--- config.mk ---
export PLATFORM = sky130hd
export DESIGN_NAME = rfc_top
export DESIGN_NICKNAME = d
export VERILOG_FILES = /design/src/design/rfc_pkg.sv /design/src/design/rfc_top.sv
export SDC_FILE = /design/constraint.sdc
export NUM_CORES = 1
export LEC_CHECK = 0
export ABC_AREA = 0
export BUFFER_PORTS_ARGS = -buffer_cell sky130_fd_sc_hd__buf_2
export CAP_MARGIN = 20
export CORE_MARGIN = 2
export CORE_UTILIZATION = 54
export DETAILED_ROUTE_END_ITERATION = 8
export GPL_ROUTABILITY_DRIVEN = 0
export HOLD_SLACK_MARGIN = 0.02
export PLACE_DENSITY_LB_ADDON = 0.08
export SYNTH_ARGS = -nofsm -noshare
export SYNTH_HDL_FRONTEND = slang
export SYNTH_SLANG_ARGS = --single-unit
export TNS_END_PERCENT = 100
--- constraint.sdc ---
create_clock -name aclk -period 4.3 [get_ports aclk]
set_input_delay 0.215 -clock aclk [delete_from_list [all_inputs] [get_ports aclk]]
set_output_delay 0.215 -clock aclk [all_outputs]
set_load 0.02 [all_outputs]
--- src/design/rfc_pkg.sv ---
// constants and types for the calibrated calendar clock
// Overview of operation
// - binary mode steps by 512 cycles up and 256 cycles down.
// - bcd mode up correction steps by 1024 cycles per step.
// - bcd mode down correction steps by 512 cycles per step.
// - a time register write changes only the addressed register.
package rfc_pkg;
   // timing
   localparam int unsigned CLK_MHZ        = 125;
   localparam int unsigned SEC_US         = 1_000_000;
   localparam int unsigned SEC_CYCLES_DEF = SEC_US * CLK_MHZ;
   localparam logic [15:0] STEP_UP_BIN    = 16'h0200;
   localparam logic [15:0] STEP_DN_BIN    = 16'h0100;
   localparam logic [15:0] STEP_UP_BCD    = 16'h0400;
   localparam logic [15:0] STEP_DN_BCD    = 16'h0200;
   // bus
   localparam int unsigned ADDR_W         = 12;
   localparam logic [1:0]  RESP_OKAY      = 2'h0;
   localparam logic [1:0]  RESP_SLVERR    = 2'h2;
   // register byte offsets
   localparam logic [11:0] ADDR_CTRL      = 12'h000;
   localparam logic [11:0] ADDR_CAL       = 12'h004;
   localparam logic [11:0] ADDR_SEC       = 12'h008;
   localparam logic [11:0] ADDR_MIN       = 12'h00C;
   localparam logic [11:0] ADDR_HOUR      = 12'h010;
   localparam logic [11:0] ADDR_DATE      = 12'h014;
   localparam logic [11:0] ADDR_MONTH     = 12'h018;
   localparam logic [11:0] ADDR_YEAR      = 12'h01C;
   localparam logic [11:0] ADDR_WDAY      = 12'h020;
   // fields
   localparam int unsigned CTRL_BCD_BIT   = 0;
   localparam int unsigned CAL_UP_BIT     = 7;
   localparam int unsigned CAL_MAG_W      = 6;
   // limits and reset values, in binary
   localparam logic [15:0] SEC_MAX        = 16'h003B;
   localparam logic [15:0] HOUR_MAX       = 16'h0017;
   localparam logic [15:0] MONTH_MAX      = 16'h000C;
   localparam logic [15:0] YEAR_MAX       = 16'h270F;
   localparam logic [15:0] WDAY_MAX       = 16'h0006;
   localparam logic [15:0] FIELD_ZERO     = 16'h0000;
   localparam logic [15:0] FIELD_ONE      = 16'h0001;
   localparam logic [7:0]  CTRL_RST       = 8'h00;
   localparam logic [7:0]  CAL_RST        = 8'h00;

   typedef struct packed {
      logic [15:0] year;
      logic [7:0]  month_count;
      logic [7:0]  date;
      logic [7:0]  weekday_count;
      logic [7:0]  hours;
      logic [7:0]  minutes;
      logic [7:0]  seconds_count;
   } rfc_time_t;

   localparam rfc_time_t TIME_RST = '{year: 16'h0000, month_count: 8'h01, date: 8'h01,
                                      weekday_count: 8'h00, hours: 8'h00, minutes: 8'h00,
                                      seconds_count: 8'h00};
endpackage

--- src/design/rfc_top.sv ---
// calendar clock with frequency calibration behind an axi4-lite slave
`timescale 1ns/1ps
module rfc_top #(
   parameter int unsigned SEC_CYCLES = rfc_pkg::SEC_CYCLES_DEF
) (
   // clock and reset
   input  wire logic                        aclk,
   input  wire logic                        aresetn,
   // write address and data
   input  wire logic [rfc_pkg::ADDR_W-1:0]  awaddr,
   input  wire logic                        awvalid,
   output logic                             awready,
   input  wire logic [31:0]                 wdata,
   input  wire logic [3:0]                  wstrb,
   input  wire logic                        wvalid,
   output logic                             wready,
   // write response
   output logic [1:0]                       bresp,
   output logic                             bvalid,
   input  wire logic                        bready,
   // read
   input  wire logic [rfc_pkg::ADDR_W-1:0]  araddr,
   input  wire logic                        arvalid,
   output logic                             arready,
   output logic [31:0]                      rdata,
   output logic [1:0]                       rresp,
   output logic                             rvalid,
   input  wire logic                        rready,
   // one pulse per counted second
   output logic                             second_tick
);
   import rfc_pkg::*;

   logic [ADDR_W-1:0] awaddr_q;
   logic [31:0]       wdata_q;
   logic [3:0]        wstrb_q;
   logic              aw_have_q, w_have_q, awready_q, wready_q, bvalid_q, arready_q, rvalid_q;
   logic [1:0]        bresp_q, rresp_q;
   logic [31:0]       rdata_q, rd_word;
   logic              rd_hit;
   logic              wr_go, wr_time, wr_hit, aw_have_d, w_have_d, bvalid_d, rvalid_d;
   logic [7:0]        ctrl_q, cal_q;
   rfc_time_t         time_q, time_inc;
   logic              sec_wrap, tick_raw, tick_pend_q, tick_go, tick_q;
   logic [31:0]       cnt_q, reload, adj;
   logic [15:0]       step;

   // bcd or binary increment with wrap, returns {carry, value}
   function automatic logic [16:0] fld_inc(input logic [15:0] v, input logic [15:0] lo,
                                           input logic [15:0] hi, input logic bcd);
      logic [15:0] r;
      logic        c;
      r = v + 16'h0001;
      if (bcd) begin
         r = v;
         c = 1'b1;
         for (int i = 0; i < 4; i++) begin
            if (c) begin
               if (r[4*i+:4] == 4'h9) begin
                  r[4*i+:4] = 4'h0;
               end else begin
                  r[4*i+:4] = r[4*i+:4] + 4'h1;
                  c = 1'b0;
               end
            end
         end
      end
      if (v == (bcd ? bin2bcd(hi) : hi)) begin
         return {1'b1, (bcd ? bin2bcd(lo) : lo)};
      end
      return {1'b0, r};
   endfunction

   function automatic logic [15:0] bin2bcd(input logic [15:0] b);
      logic [15:0] r;
      r[3:0]   = 4'((b) % 16'h000A);
      r[7:4]   = 4'((b / 16'h000A) % 16'h000A);
      r[11:8]  = 4'((b / 16'h0064) % 16'h000A);
      r[15:12] = 4'((b / 16'h03E8) % 16'h000A);
      return r;
   endfunction

   function automatic logic [15:0] to_bin(input logic [15:0] v, input logic bcd);
      if (!bcd) begin
         return v;
      end
      return 16'(v[15:12]) * 16'h03E8 + 16'(v[11:8]) * 16'h0064 + 16'(v[7:4]) * 16'h000A + 16'(v[3:0]);
   endfunction

   function automatic logic [15:0] month_days(input logic [15:0] m, input logic leap);
      unique case (m)
         16'h0002: return leap ? 16'h001D : 16'h001C;
         16'h0004, 16'h0006, 16'h0009, 16'h000B: return 16'h001E;
         default: return 16'h001F;
      endcase
   endfunction

   function automatic logic [31:0] merge(input logic [31:0] old, input logic [31:0] nw,
                                         input logic [3:0] be);
      logic [31:0] r;
      r = old;
      for (int i = 0; i < 4; i++) begin
         if (be[i]) begin
            r[8*i+:8] = nw[8*i+:8];
         end
      end
      return r;
   endfunction

   function automatic logic is_time(input logic [ADDR_W-1:0] a);
      return a == ADDR_SEC || a == ADDR_MIN || a == ADDR_HOUR || a == ADDR_DATE ||
             a == ADDR_MONTH || a == ADDR_YEAR || a == ADDR_WDAY;
   endfunction

   // write channel handshakes
   always_comb begin
      wr_go     = aw_have_q && w_have_q && !bvalid_q;
      wr_hit    = (awaddr_q == ADDR_CTRL) || (awaddr_q == ADDR_CAL) || is_time(awaddr_q);
      wr_time   = wr_go && is_time(awaddr_q);
      aw_have_d = wr_go ? 1'b0 : (aw_have_q || (awvalid && awready_q));
      w_have_d  = wr_go ? 1'b0 : (w_have_q || (wvalid && wready_q));
      bvalid_d  = wr_go || (bvalid_q && !bready);
      rvalid_d  = (arvalid && arready_q) || (rvalid_q && !rready);
   end

   always_ff @(posedge aclk) begin
      if (!aresetn) begin
         aw_have_q <= 1'b0;
         w_have_q  <= 1'b0;
         awready_q <= 1'b0;
         wready_q  <= 1'b0;
         bvalid_q  <= 1'b0;
         bresp_q   <= RESP_OKAY;
         awaddr_q  <= '0;
         wdata_q   <= '0;
         wstrb_q   <= '0;
      end else begin
         aw_have_q <= aw_have_d;
         w_have_q  <= w_have_d;
         awready_q <= !aw_have_d && !bvalid_d;
         wready_q  <= !w_have_d && !bvalid_d;
         bvalid_q  <= bvalid_d;
         if (awvalid && awready_q) begin
            awaddr_q <= awaddr;
         end
         if (wvalid && wready_q) begin
            wdata_q <= wdata;
            wstrb_q <= wstrb;
         end
         if (wr_go) begin
            bresp_q <= wr_hit ? RESP_OKAY : RESP_SLVERR;
         end
      end
   end

   // read channel
   always_comb begin
      rd_hit  = 1'b1;
      rd_word = '0;
      unique case (araddr)
         ADDR_CTRL:  rd_word = 32'(ctrl_q);
         ADDR_CAL:   rd_word = 32'(cal_q);
         ADDR_SEC:   rd_word = 32'(time_q.seconds_count);
         ADDR_MIN:   rd_word = 32'(time_q.minutes);
         ADDR_HOUR:  rd_word = 32'(time_q.hours);
         ADDR_DATE:  rd_word = 32'(time_q.date);
         ADDR_MONTH: rd_word = 32'(time_q.month_count);
         ADDR_YEAR:  rd_word = 32'(time_q.year);
         ADDR_WDAY:  rd_word = 32'(time_q.weekday_count);
         default:    rd_hit  = 1'b0;
      endcase
   end

   always_ff @(posedge aclk) begin
      if (!aresetn) begin
         arready_q <= 1'b0;
         rvalid_q  <= 1'b0;
         rdata_q   <= '0;
         rresp_q   <= RESP_OKAY;
      end else begin
         arready_q <= !rvalid_d;
         rvalid_q  <= rvalid_d;
         if (arvalid && arready_q) begin
            rdata_q <= rd_word;
            rresp_q <= rd_hit ? RESP_OKAY : RESP_SLVERR;
         end
      end
   end

   // control and calibration registers
   always_ff @(posedge aclk) begin
      if (!aresetn) begin
         ctrl_q <= CTRL_RST;
         cal_q  <= CAL_RST;
      end else if (wr_go && awaddr_q == ADDR_CTRL) begin
         ctrl_q <= 8'(merge(32'(ctrl_q), wdata_q, wstrb_q));
      end else if (wr_go && awaddr_q == ADDR_CAL) begin
         cal_q  <= 8'(merge(32'(cal_q), wdata_q, wstrb_q));
      end
   end

   // next calendar value for one second
   always_comb begin
      logic        bcd, c;
      logic [16:0] r;
      logic [15:0] yb;
      bcd      = ctrl_q[CTRL_BCD_BIT];
      time_inc = time_q;
      yb       = to_bin(time_q.year, bcd);
      r        = fld_inc(16'(time_q.seconds_count), FIELD_ZERO, SEC_MAX, bcd);
      time_inc.seconds_count = r[7:0];
      c        = r[16];
      sec_wrap = r[16];
      if (c) begin
         r = fld_inc(16'(time_q.minutes), FIELD_ZERO, SEC_MAX, bcd);
         time_inc.minutes = r[7:0];
         c = r[16];
      end
      if (c) begin
         r = fld_inc(16'(time_q.hours), FIELD_ZERO, HOUR_MAX, bcd);
         time_inc.hours = r[7:0];
         c = r[16];
      end
      if (c) begin
         r = fld_inc(16'(time_q.weekday_count), FIELD_ZERO, WDAY_MAX, bcd);
         time_inc.weekday_count = r[7:0];
         r = fld_inc(16'(time_q.date), FIELD_ONE,
                     month_days(to_bin(16'(time_q.month_count), bcd), yb[1:0] == 2'h0), bcd);
         time_inc.date = r[7:0];
         c = r[16];
      end
      if (c) begin
         r = fld_inc(16'(time_q.month_count), FIELD_ONE, MONTH_MAX, bcd);
         time_inc.month_count = r[7:0];
         c = r[16];
      end
      if (c) begin
         r = fld_inc(time_q.year, FIELD_ZERO, YEAR_MAX, bcd);
         time_inc.year = r[15:0];
      end
   end

   // calibration step and prescaler reload
   always_comb begin
      if (ctrl_q[CTRL_BCD_BIT]) begin
         step = cal_q[CAL_UP_BIT] ? STEP_UP_BCD : STEP_DN_BCD;
      end else begin
         step = cal_q[CAL_UP_BIT] ? STEP_UP_BIN : STEP_DN_BIN;
      end
      adj    = 32'(cal_q[CAL_MAG_W-1:0]) * 32'(step);
      reload = SEC_CYCLES - 32'h0000_0001;
      if (sec_wrap) begin
         reload = cal_q[CAL_UP_BIT] ? reload - adj : reload + adj;
      end
      tick_raw = (cnt_q == '0);
      tick_go  = (tick_raw || tick_pend_q) && !wr_time;
   end

   always_ff @(posedge aclk) begin
      if (!aresetn) begin
         cnt_q <= SEC_CYCLES - 32'h0000_0001;
      end else begin
         cnt_q <= tick_raw ? reload : cnt_q - 32'h0000_0001;
      end
   end

   always_ff @(posedge aclk) begin
      if (!aresetn) begin
         tick_pend_q <= 1'b0;
         tick_q      <= 1'b0;
      end else begin
         tick_pend_q <= (tick_raw || tick_pend_q) && wr_time;
         tick_q      <= tick_go;
      end
   end

   // calendar fields: a write touches its own field only
   always_ff @(posedge aclk) begin
      if (!aresetn) begin
         time_q <= TIME_RST;
      end else if (wr_time) begin
         unique case (awaddr_q)
            ADDR_SEC:   time_q.seconds_count <= 8'(merge(32'(time_q.seconds_count), wdata_q, wstrb_q));
            ADDR_MIN:   time_q.minutes       <= 8'(merge(32'(time_q.minutes), wdata_q, wstrb_q));
            ADDR_HOUR:  time_q.hours         <= 8'(merge(32'(time_q.hours), wdata_q, wstrb_q));
            ADDR_DATE:  time_q.date          <= 8'(merge(32'(time_q.date), wdata_q, wstrb_q));
            ADDR_MONTH: time_q.month_count   <= 8'(merge(32'(time_q.month_count), wdata_q, wstrb_q));
            ADDR_YEAR:  time_q.year          <= 16'(merge(32'(time_q.year), wdata_q, wstrb_q));
            default:    time_q.weekday_count <= 8'(merge(32'(time_q.weekday_count), wdata_q, wstrb_q));
         endcase
      end else if (tick_go) begin
         time_q <= time_inc;
      end
   end

   assign awready     = awready_q;
   assign wready      = wready_q;
   assign bvalid      = bvalid_q;
   assign bresp       = bresp_q;
   assign arready     = arready_q;
   assign rvalid      = rvalid_q;
   assign rdata       = rdata_q;
   assign rresp       = rresp_q;
   assign second_tick = tick_q;
endmodule // rfc_top

==> results of run 1 <==
[worst max-delay path, stage by stage, from the launching register on]
cell	delay (ns)
sky130_fd_sc_hd__dfxtp_1	0.32
sky130_fd_sc_hd__ha_1	0.29
sky130_fd_sc_hd__ha_1	0.22
sky130_fd_sc_hd__fa_1	0.56
sky130_fd_sc_hd__o2111ai_1	0.16
sky130_fd_sc_hd__a2111oi_2	0.44
sky130_fd_sc_hd__buf_4	0.20
sky130_fd_sc_hd__nor3_4	0.05
sky130_fd_sc_hd__a2111oi_2	0.35
sky130_fd_sc_hd__nor3b_4	0.27
sky130_fd_sc_hd__buf_4	0.19
sky130_fd_sc_hd__a32oi_1	0.10
sky130_fd_sc_hd__buf_4	0.23
sky130_fd_sc_hd__or3_1	0.39
sky130_fd_sc_hd__o21ai_0	0.18
[placed cells by master, fill, tap and decap left out, drive strengths merged, types with 36 or more instances in the layout]
| master | instances |
|---|---|
| nand2 | 191 |
| a21oi | 98 |
| buf | 104 |
| nor2 | 111 |
| xnor2 | 38 |
| ha | 68 |
| o21ai | 106 |
| mux2i | 36 |
| inv | 57 |
| nand3 | 49 |
| dfxtp | 169 |
| a22oi | 39 |
[per-layer routing]
| metal | up-vias | GRT usage |
|---|---|---|
| li1 | 5307 | - |
| met1 | 5097 | 0.385 |
| met2 | 340 | 0.471 |
| met3 | 50 | 0.0445 |
| met4 | 0 | 0.0933 |
| met5 | - | 0 |
[registers in the layout (all words and copies together) (netlist names), 2 cells and up]
| name | count |
|---|---|
| awaddr_q | 12 |
| cal_q | 8 |
| cnt_q | 32 |
| ctrl_q | 8 |
| rdata | 16 |
| time_q | 64 |
| wdata_q | 16 |
| wstrb_q | 2 |
[final timing paths]
path / start / to / cells past startpoint
worst max register to register: time_q[45] / time_q[46] / 14
worst min-delay path: wdata[7] / wdata_q[7] / 3
worst max-delay path: time_q[45] / time_q[46] / 14
worst min register to register: cnt_q[0] / cnt_q[0] / 1
[synthesized netlist by cell type, drive strengths merged, types with 6 or more instances]
cell and n:
a2111oi 6, a21o 9, a21oi 98, a221oi 7, a22oi 39, a31oi 13
and2 28, and3 18, buf 33, clkbuf 62, dfxtp 169, fa 7
ha 68, inv 51, mux2i 36, nand2 191, nand2b 9, nand3 49
nand3b 7, nand4 12, nor2 111, nor2b 15, nor3 28, nor3b 13
nor4 15, nor4b 6, o2111ai 11, o211a 7, o211ai 22, o21a 6
o21ai 106, o22ai 6, o31ai 20, or3 16, or4 7, xnor2 38
xor2 15
[final cells by class]
type / instances / area (µm²) / share of cell area
inverters: 51 / 193 / 0.0152
clock buffers: 17 / 425 / 0.0336
flip-flops and latches: 169 / 3380 / 0.267
repair buffers: 127 / 831 / 0.0656
clock inverters: 15 / 183 / 0.0144
well taps: 270 / 338 / 0.0267
multi-input cells: 1135 / 7320 / 0.578
[timing repair]
item	4_1_cts	5_1_grt
hold buffers	23	0
gates resized for setup	0	2
endpoints found under the hold margin	23	0
endpoints found under the setup margin	0	2
[metrics by stage]
stage               total power [µW]  utilization  setup slack, ns  hold slack, ns  std cells
finish                          3400        0.622            0.272          0.0283       1784
global route                    3520        0.622           0.0434          0.0297       1784
CTS                             3420        0.622            0.288          0.0226       1784
detailed placement              1830        0.581            0.310           0.409       1729
global placement                1830        0.581            0.355           0.403       1729
floorplan                       1780            -           0.0192           0.351       1450
[kinds of logic after synthesis]
| group | synth area share |
|---|---|
| AND/OR/NAND/NOR | 0.244 |
| AO/OA/AOI/OAI | 0.237 |
| flip-flops | 0.300 |
| buffers and inverters | 0.0564 |
| adder cells (fa/ha/maj) | 0.0880 |
| XOR/XNOR | 0.0412 |
| multiplexers | 0.0330 |
| other | 0.000333 |
[power by group]
group	switching (µW)	leakage [µW]	internal [µW]
clock	746	0.000291	835
sequential	24.1	0.00137	1590
combinational	133	0.00333	71.2
total	903	0.00499	2490
==> results.cfg, run 1 <==
[synth]
share_of_flip_flops_with_an_asynchronous_set_or_reset_after_synthesis = 0
synth_seq_cells = 169
synthDominantCellAreaShare = 0.300
netlist_instances = 1433
synthesis.area_mm2 = 0.0113
synth_area_per_cell_um2 = 7.86
ys.flop_type = sky130_fd_sc_hd__dfxtp_1
yosys.cell_types.count = 89
part_of_the_yosys_area_used_for_sequential_elements = 0.300
synth.top_cells.by_area = sky130_fd_sc_hd__dfxtp_1 (30%), sky130_fd_sc_hd__ha_1 (7.6%), sky130_fd_sc_hd__nand2_1 (6.4%)
synth-edff-count = 0
yosys.area.top_type = sky130_fd_sc_hd__dfxtp_1
yosys_warnings = 0

[clock_network]
insertion_delay_ns = 0.44
max-clock-path-buffers = 2
cts-htree-levels = 4
clock_sink_count = 169
cts-root-buf = sky130_fd_sc_hd__clkbuf_16
path_clk_slew_ns = 0.07
tritoncts_clock_tree = done
cts_inserted_buffers = 17
cts.repair_timing.setup_buffer_count = 0

[grt]
wire_length_of_the_first_global_routing_pass_um = 51000
number_of_antenna_violations_at_the_first_check_in_global_routing = 0
gr-usage-all-layers = 0.286
globalRouteOverflowTotal = 0
grt_pass1_vias = 9911
grt_max_degree = 43

[die]
dieArea_mm2 = 0.0220
num_io_pins = 109
start_util = 0.553
placeable_core_region_mm2 = 0.0204
num_rows = 52
die_height_um = 148
die_x_um = 148

[drt]
firstDrtPassIters = 5
dr_wl_met2_um = 14400
vias_per_cell = 6.05
num_vias = 10800
met3_length_um = 1670
drt_iter0_drc = 961
route.final.wire_length_um = 31300
detail_route.wl_per_cell_um = 17.6
topmost_layer_with_routed_signal_wires = met4
detail-route-antenna-nets = 0
routedLengthMet1_um = 14500
detail_route.drc_violations = 0

[placed_design]
detailedPlacementHpwl_um = 22200
placement.io_buffers = 72
place_area_mm2 = 0.0118

[worst_setup_path]
cp-start-kind = flop
crit_fanout = 13
timing_worst_setup_path_type = flop to flop
r2r_slack_ns = 0.27
setup.worst_path.end_class = flop
worst-endpoint-arrival_ns = 4.38
timing.critical_path.required_ns = 4.65

[timing]
timing.slew.headroom = 0.408
fin_crit_ns = 4.03
finalClockSkew_ns = 0.0137
timing.fmax_mhz = 248
totalNegativeSetupSlack_ns = 0
min_period_over_period = 0.937
slew_viol_final = 0
hold_viol = 0
tightestPinTransition_ns = 0.886
grt_setup_unrepaired = false
timing.final.setup_violations = 0

[pwr]
total_leakage_power_uw = 0.00499
power.ir.vdd_worst_uv = 213
power_density_mw_per_mm2 = 268

[cells_and_area]
final.fill_count = 1846
fraction_of_final_layout_cells_sized_beyond_drive_strength_1 = 0.110
count_of_inserted_antenna_diode_cells = 0
area_delta_synth_final_pct = 12.5
final_net_count = 1643
postLayoutCellArea_mm2 = 0.0127

[min_path]
timing.hold.worst.class = primary input to flop

[status]
run_status = complete, no violations

[job]
max_cap_viol_count = 0
Note: power is estimated with default switching activity, not from simulation.
==> run 2, diff against run 1 <==
--- a/config.mk
+++ b/config.mk
@@ -12,8 +12,8 @@
 export CORE_UTILIZATION = 54
 export DETAILED_ROUTE_END_ITERATION = 8
 export GPL_ROUTABILITY_DRIVEN = 0
-export HOLD_SLACK_MARGIN = 0.02
-export PLACE_DENSITY_LB_ADDON = 0.08
+export HOLD_SLACK_MARGIN = 0.15
+export PLACE_DENSITY = 0.86
 export SYNTH_ARGS = -nofsm -noshare
 export SYNTH_HDL_FRONTEND = slang
 export SYNTH_SLANG_ARGS = --single-unit
==> results.cfg, run 2 (synthesis gave the netlist of run 1 again) <==
[job]
max_cap_viol_count = 0

[worst_setup_path]
setup.worst_path.end_class = flop
worst-endpoint-arrival_ns = 4.40
timing.rr.start = time_q[45]
r2r_slack_ns = 0.22
cp-start-kind = flop
timing.reg2reg.worst_path_depth = 12
timing.rr.end = time_q[57]
crit_fanout = 12
timing_worst_setup_path_type = flop to flop
timing.critical_path.required_ns = 4.62

[pwr]
seqPwrFrac = 0.459
p_comb_frac = 0.058
power.share.switching = 0.248
power.ir.vdd_worst_uv = 280
power.internal_uw = 2650
net-switching-power_uw = 874
total_leakage_power_uw = 0.00501
power_density_mw_per_mm2 = 277
p_total_uw = 3530
pwr-share-clk = 0.483

[cells_and_area]
total_area_of_sequential_cells_mm2 = 0.00338
multi_input_gate_area_mm2 = 0.00732
fraction_of_final_layout_cells_sized_beyond_drive_strength_1 = 0.103
most-common-layout-cells = sky130_fd_sc_hd__nand2_1 (191), sky130_fd_sc_hd__dfxtp_1 (168), sky130_fd_sc_hd__nor2_1 (111)
count_of_inserted_antenna_diode_cells = 0
final.fill_count = 1670
area_delta_synth_final_pct = 13.2
max_flop_register = time_q
utilization = 0.626
final_net_count = 1646
layout_commonest_cell = sky130_fd_sc_hd__nand2_1
layout_top_registers = time_q x64, cnt_q x32
postLayoutCellArea_mm2 = 0.0127
largest_register_ffs = 64

[timing]
totalNegativeSetupSlack_ns = 0
grt_setup_unrepaired = false
tightestPinTransition_ns = 0.976
min_period_over_period = 0.948
hold_viol = 0
timing.fmax_mhz = 245
timing.slew.headroom = 0.348
timing.final.setup_violations = 0
finalClockSkew_ns = 0.0146
fin_crit_ns = 4.08
slew_viol_final = 0

[grt]
wire_length_of_the_first_global_routing_pass_um = 50600
gr-usage-all-layers = 0.283
number_of_antenna_violations_at_the_first_check_in_global_routing = 0
grt_max_degree = 78
globalRouteOverflowTotal = 0
grt_pass1_vias = 10400

[drt]
num_vias = 11300
detail_route.drc_violations = 0
firstDrtPassIters = 7
vias_per_cell = 6.31
drt_iter0_drc = 1157
detail-route-antenna-nets = 0
detail_route.wl_per_cell_um = 17.8
route.final.wire_length_um = 31800

[die]
die_height_um = 148
die_x_um = 148
num_io_pins = 109
dieArea_mm2 = 0.0220
start_util = 0.553
placeable_core_region_mm2 = 0.0204
num_rows = 52

[clock_network]
max-clock-path-buffers = 2
cts-root-buf = sky130_fd_sc_hd__clkbuf_16
insertion_delay_ns = 0.44
path_clk_slew_ns = 0.07
clock_sink_count = 169
cts_inserted_buffers = 17
tritoncts_clock_tree = done
cts-htree-levels = 4

[placed_design]
place_area_mm2 = 0.0118
detailedPlacementHpwl_um = 22000
placement.io_buffers = 72

[min_path]
timing.hold.worst.class = primary input to flop
timing.hold.worst_endpoint = awaddr_q[6]
worst_hold_path.num_cells = 4
hold_path.startpoint = awvalid

[status]
run_status = complete, no violations
==> run 2: cell count changes in the layout (fill, tap and decap cells not counted), sizes merged <==
cell	delta
dlygate4sd3	+10
buf	-7
clkinv	-4
bufinv	+3
clkbuf	+1
clkinvlp	+1
inv	-1
==> run 2: worst max path at each step <==
| stage | startpoint | endpoint | slack [ns] |
|---|---|---|---|
| finish | time_q[45] | time_q[57] | 0.22 |
| global route | ctrl_q[0] | cnt_q[16] | 0.004 |
| CTS | ctrl_q[0] | cnt_q[16] | 0.24 |
| detailed placement | ctrl_q[0] | cnt_q[16] | 0.26 |
| global placement | time_q[45] | time_q[56] | 0.34 |
| floorplan | ctrl_q[0] | cnt_q[17] | 0.02 |
==> run 2: layout make-up <==
type,count,share of cell area
sequential,169,0.265
tap,270,0.0265
multi-input combinational,1135,0.574
clock inverter,14,0.0165
clock buffer,18,0.0337
timing repair buffer,130,0.0689
inverter,51,0.0151
==> run 2: power by group through the flow <==
stage | logic (µW) | registers [µW] | clock network [µW]
floorplan | 133 | 1640 | 0
global placement | 175 | 1650 | 0
detailed placement | 179 | 1650 | 0
CTS | 203 | 1620 | 1700
global route | 224 | 1620 | 1780
finish | 206 | 1620 | 1700
==> run 2: timing repair <==
action                                  4_1_cts  5_1_grt
endpoints found under the setup margin        0        2
endpoints found under the hold margin        34        0
hold buffers                                 33        0
setup buffers                                 0        0
resized for setup                             0        1
==> run 2: through the flow <==
step           setup WS (ns)  hold slack (ns)  instances
2_1_floorplan         0.0192            0.351       1450
3_3_place_gp           0.335            0.399       1722
3_5_place_dp           0.263            0.410       1722
4_1_cts                0.236            0.325       1787
5_1_grt              0.00391            0.363       1787
6_report               0.223            0.339       1787
==> run 2: layer usage <==
| metal | wire length, µm | global-route usage | up-vias |
|---|---|---|---|
| li1 | - | - | 5312 |
| met3 | 2820 | 0.0583 | 126 |
| met4 | 1460 | 0.143 | 0 |
| met5 | 0 | 0 | - |
| met2 | 15000 | 0.467 | 594 |
| met1 | 12600 | 0.351 | 5241 |
==> run 2: critical path: stages (launching register included) <==
cell and delay [ns]:
sky130_fd_sc_hd__dfxtp_1 0.31, sky130_fd_sc_hd__ha_1 0.29, sky130_fd_sc_hd__ha_1 0.23, sky130_fd_sc_hd__fa_1 0.55
sky130_fd_sc_hd__o2111ai_1 0.14, sky130_fd_sc_hd__a2111oi_2 0.62, sky130_fd_sc_hd__nor3_4 0.12, sky130_fd_sc_hd__o2111a_1 0.27
sky130_fd_sc_hd__nor3_2 0.28, sky130_fd_sc_hd__nor3b_4 0.08, sky130_fd_sc_hd__a41oi_2 0.59, sky130_fd_sc_hd__nor2_1 0.19
sky130_fd_sc_hd__o221a_2 0.31
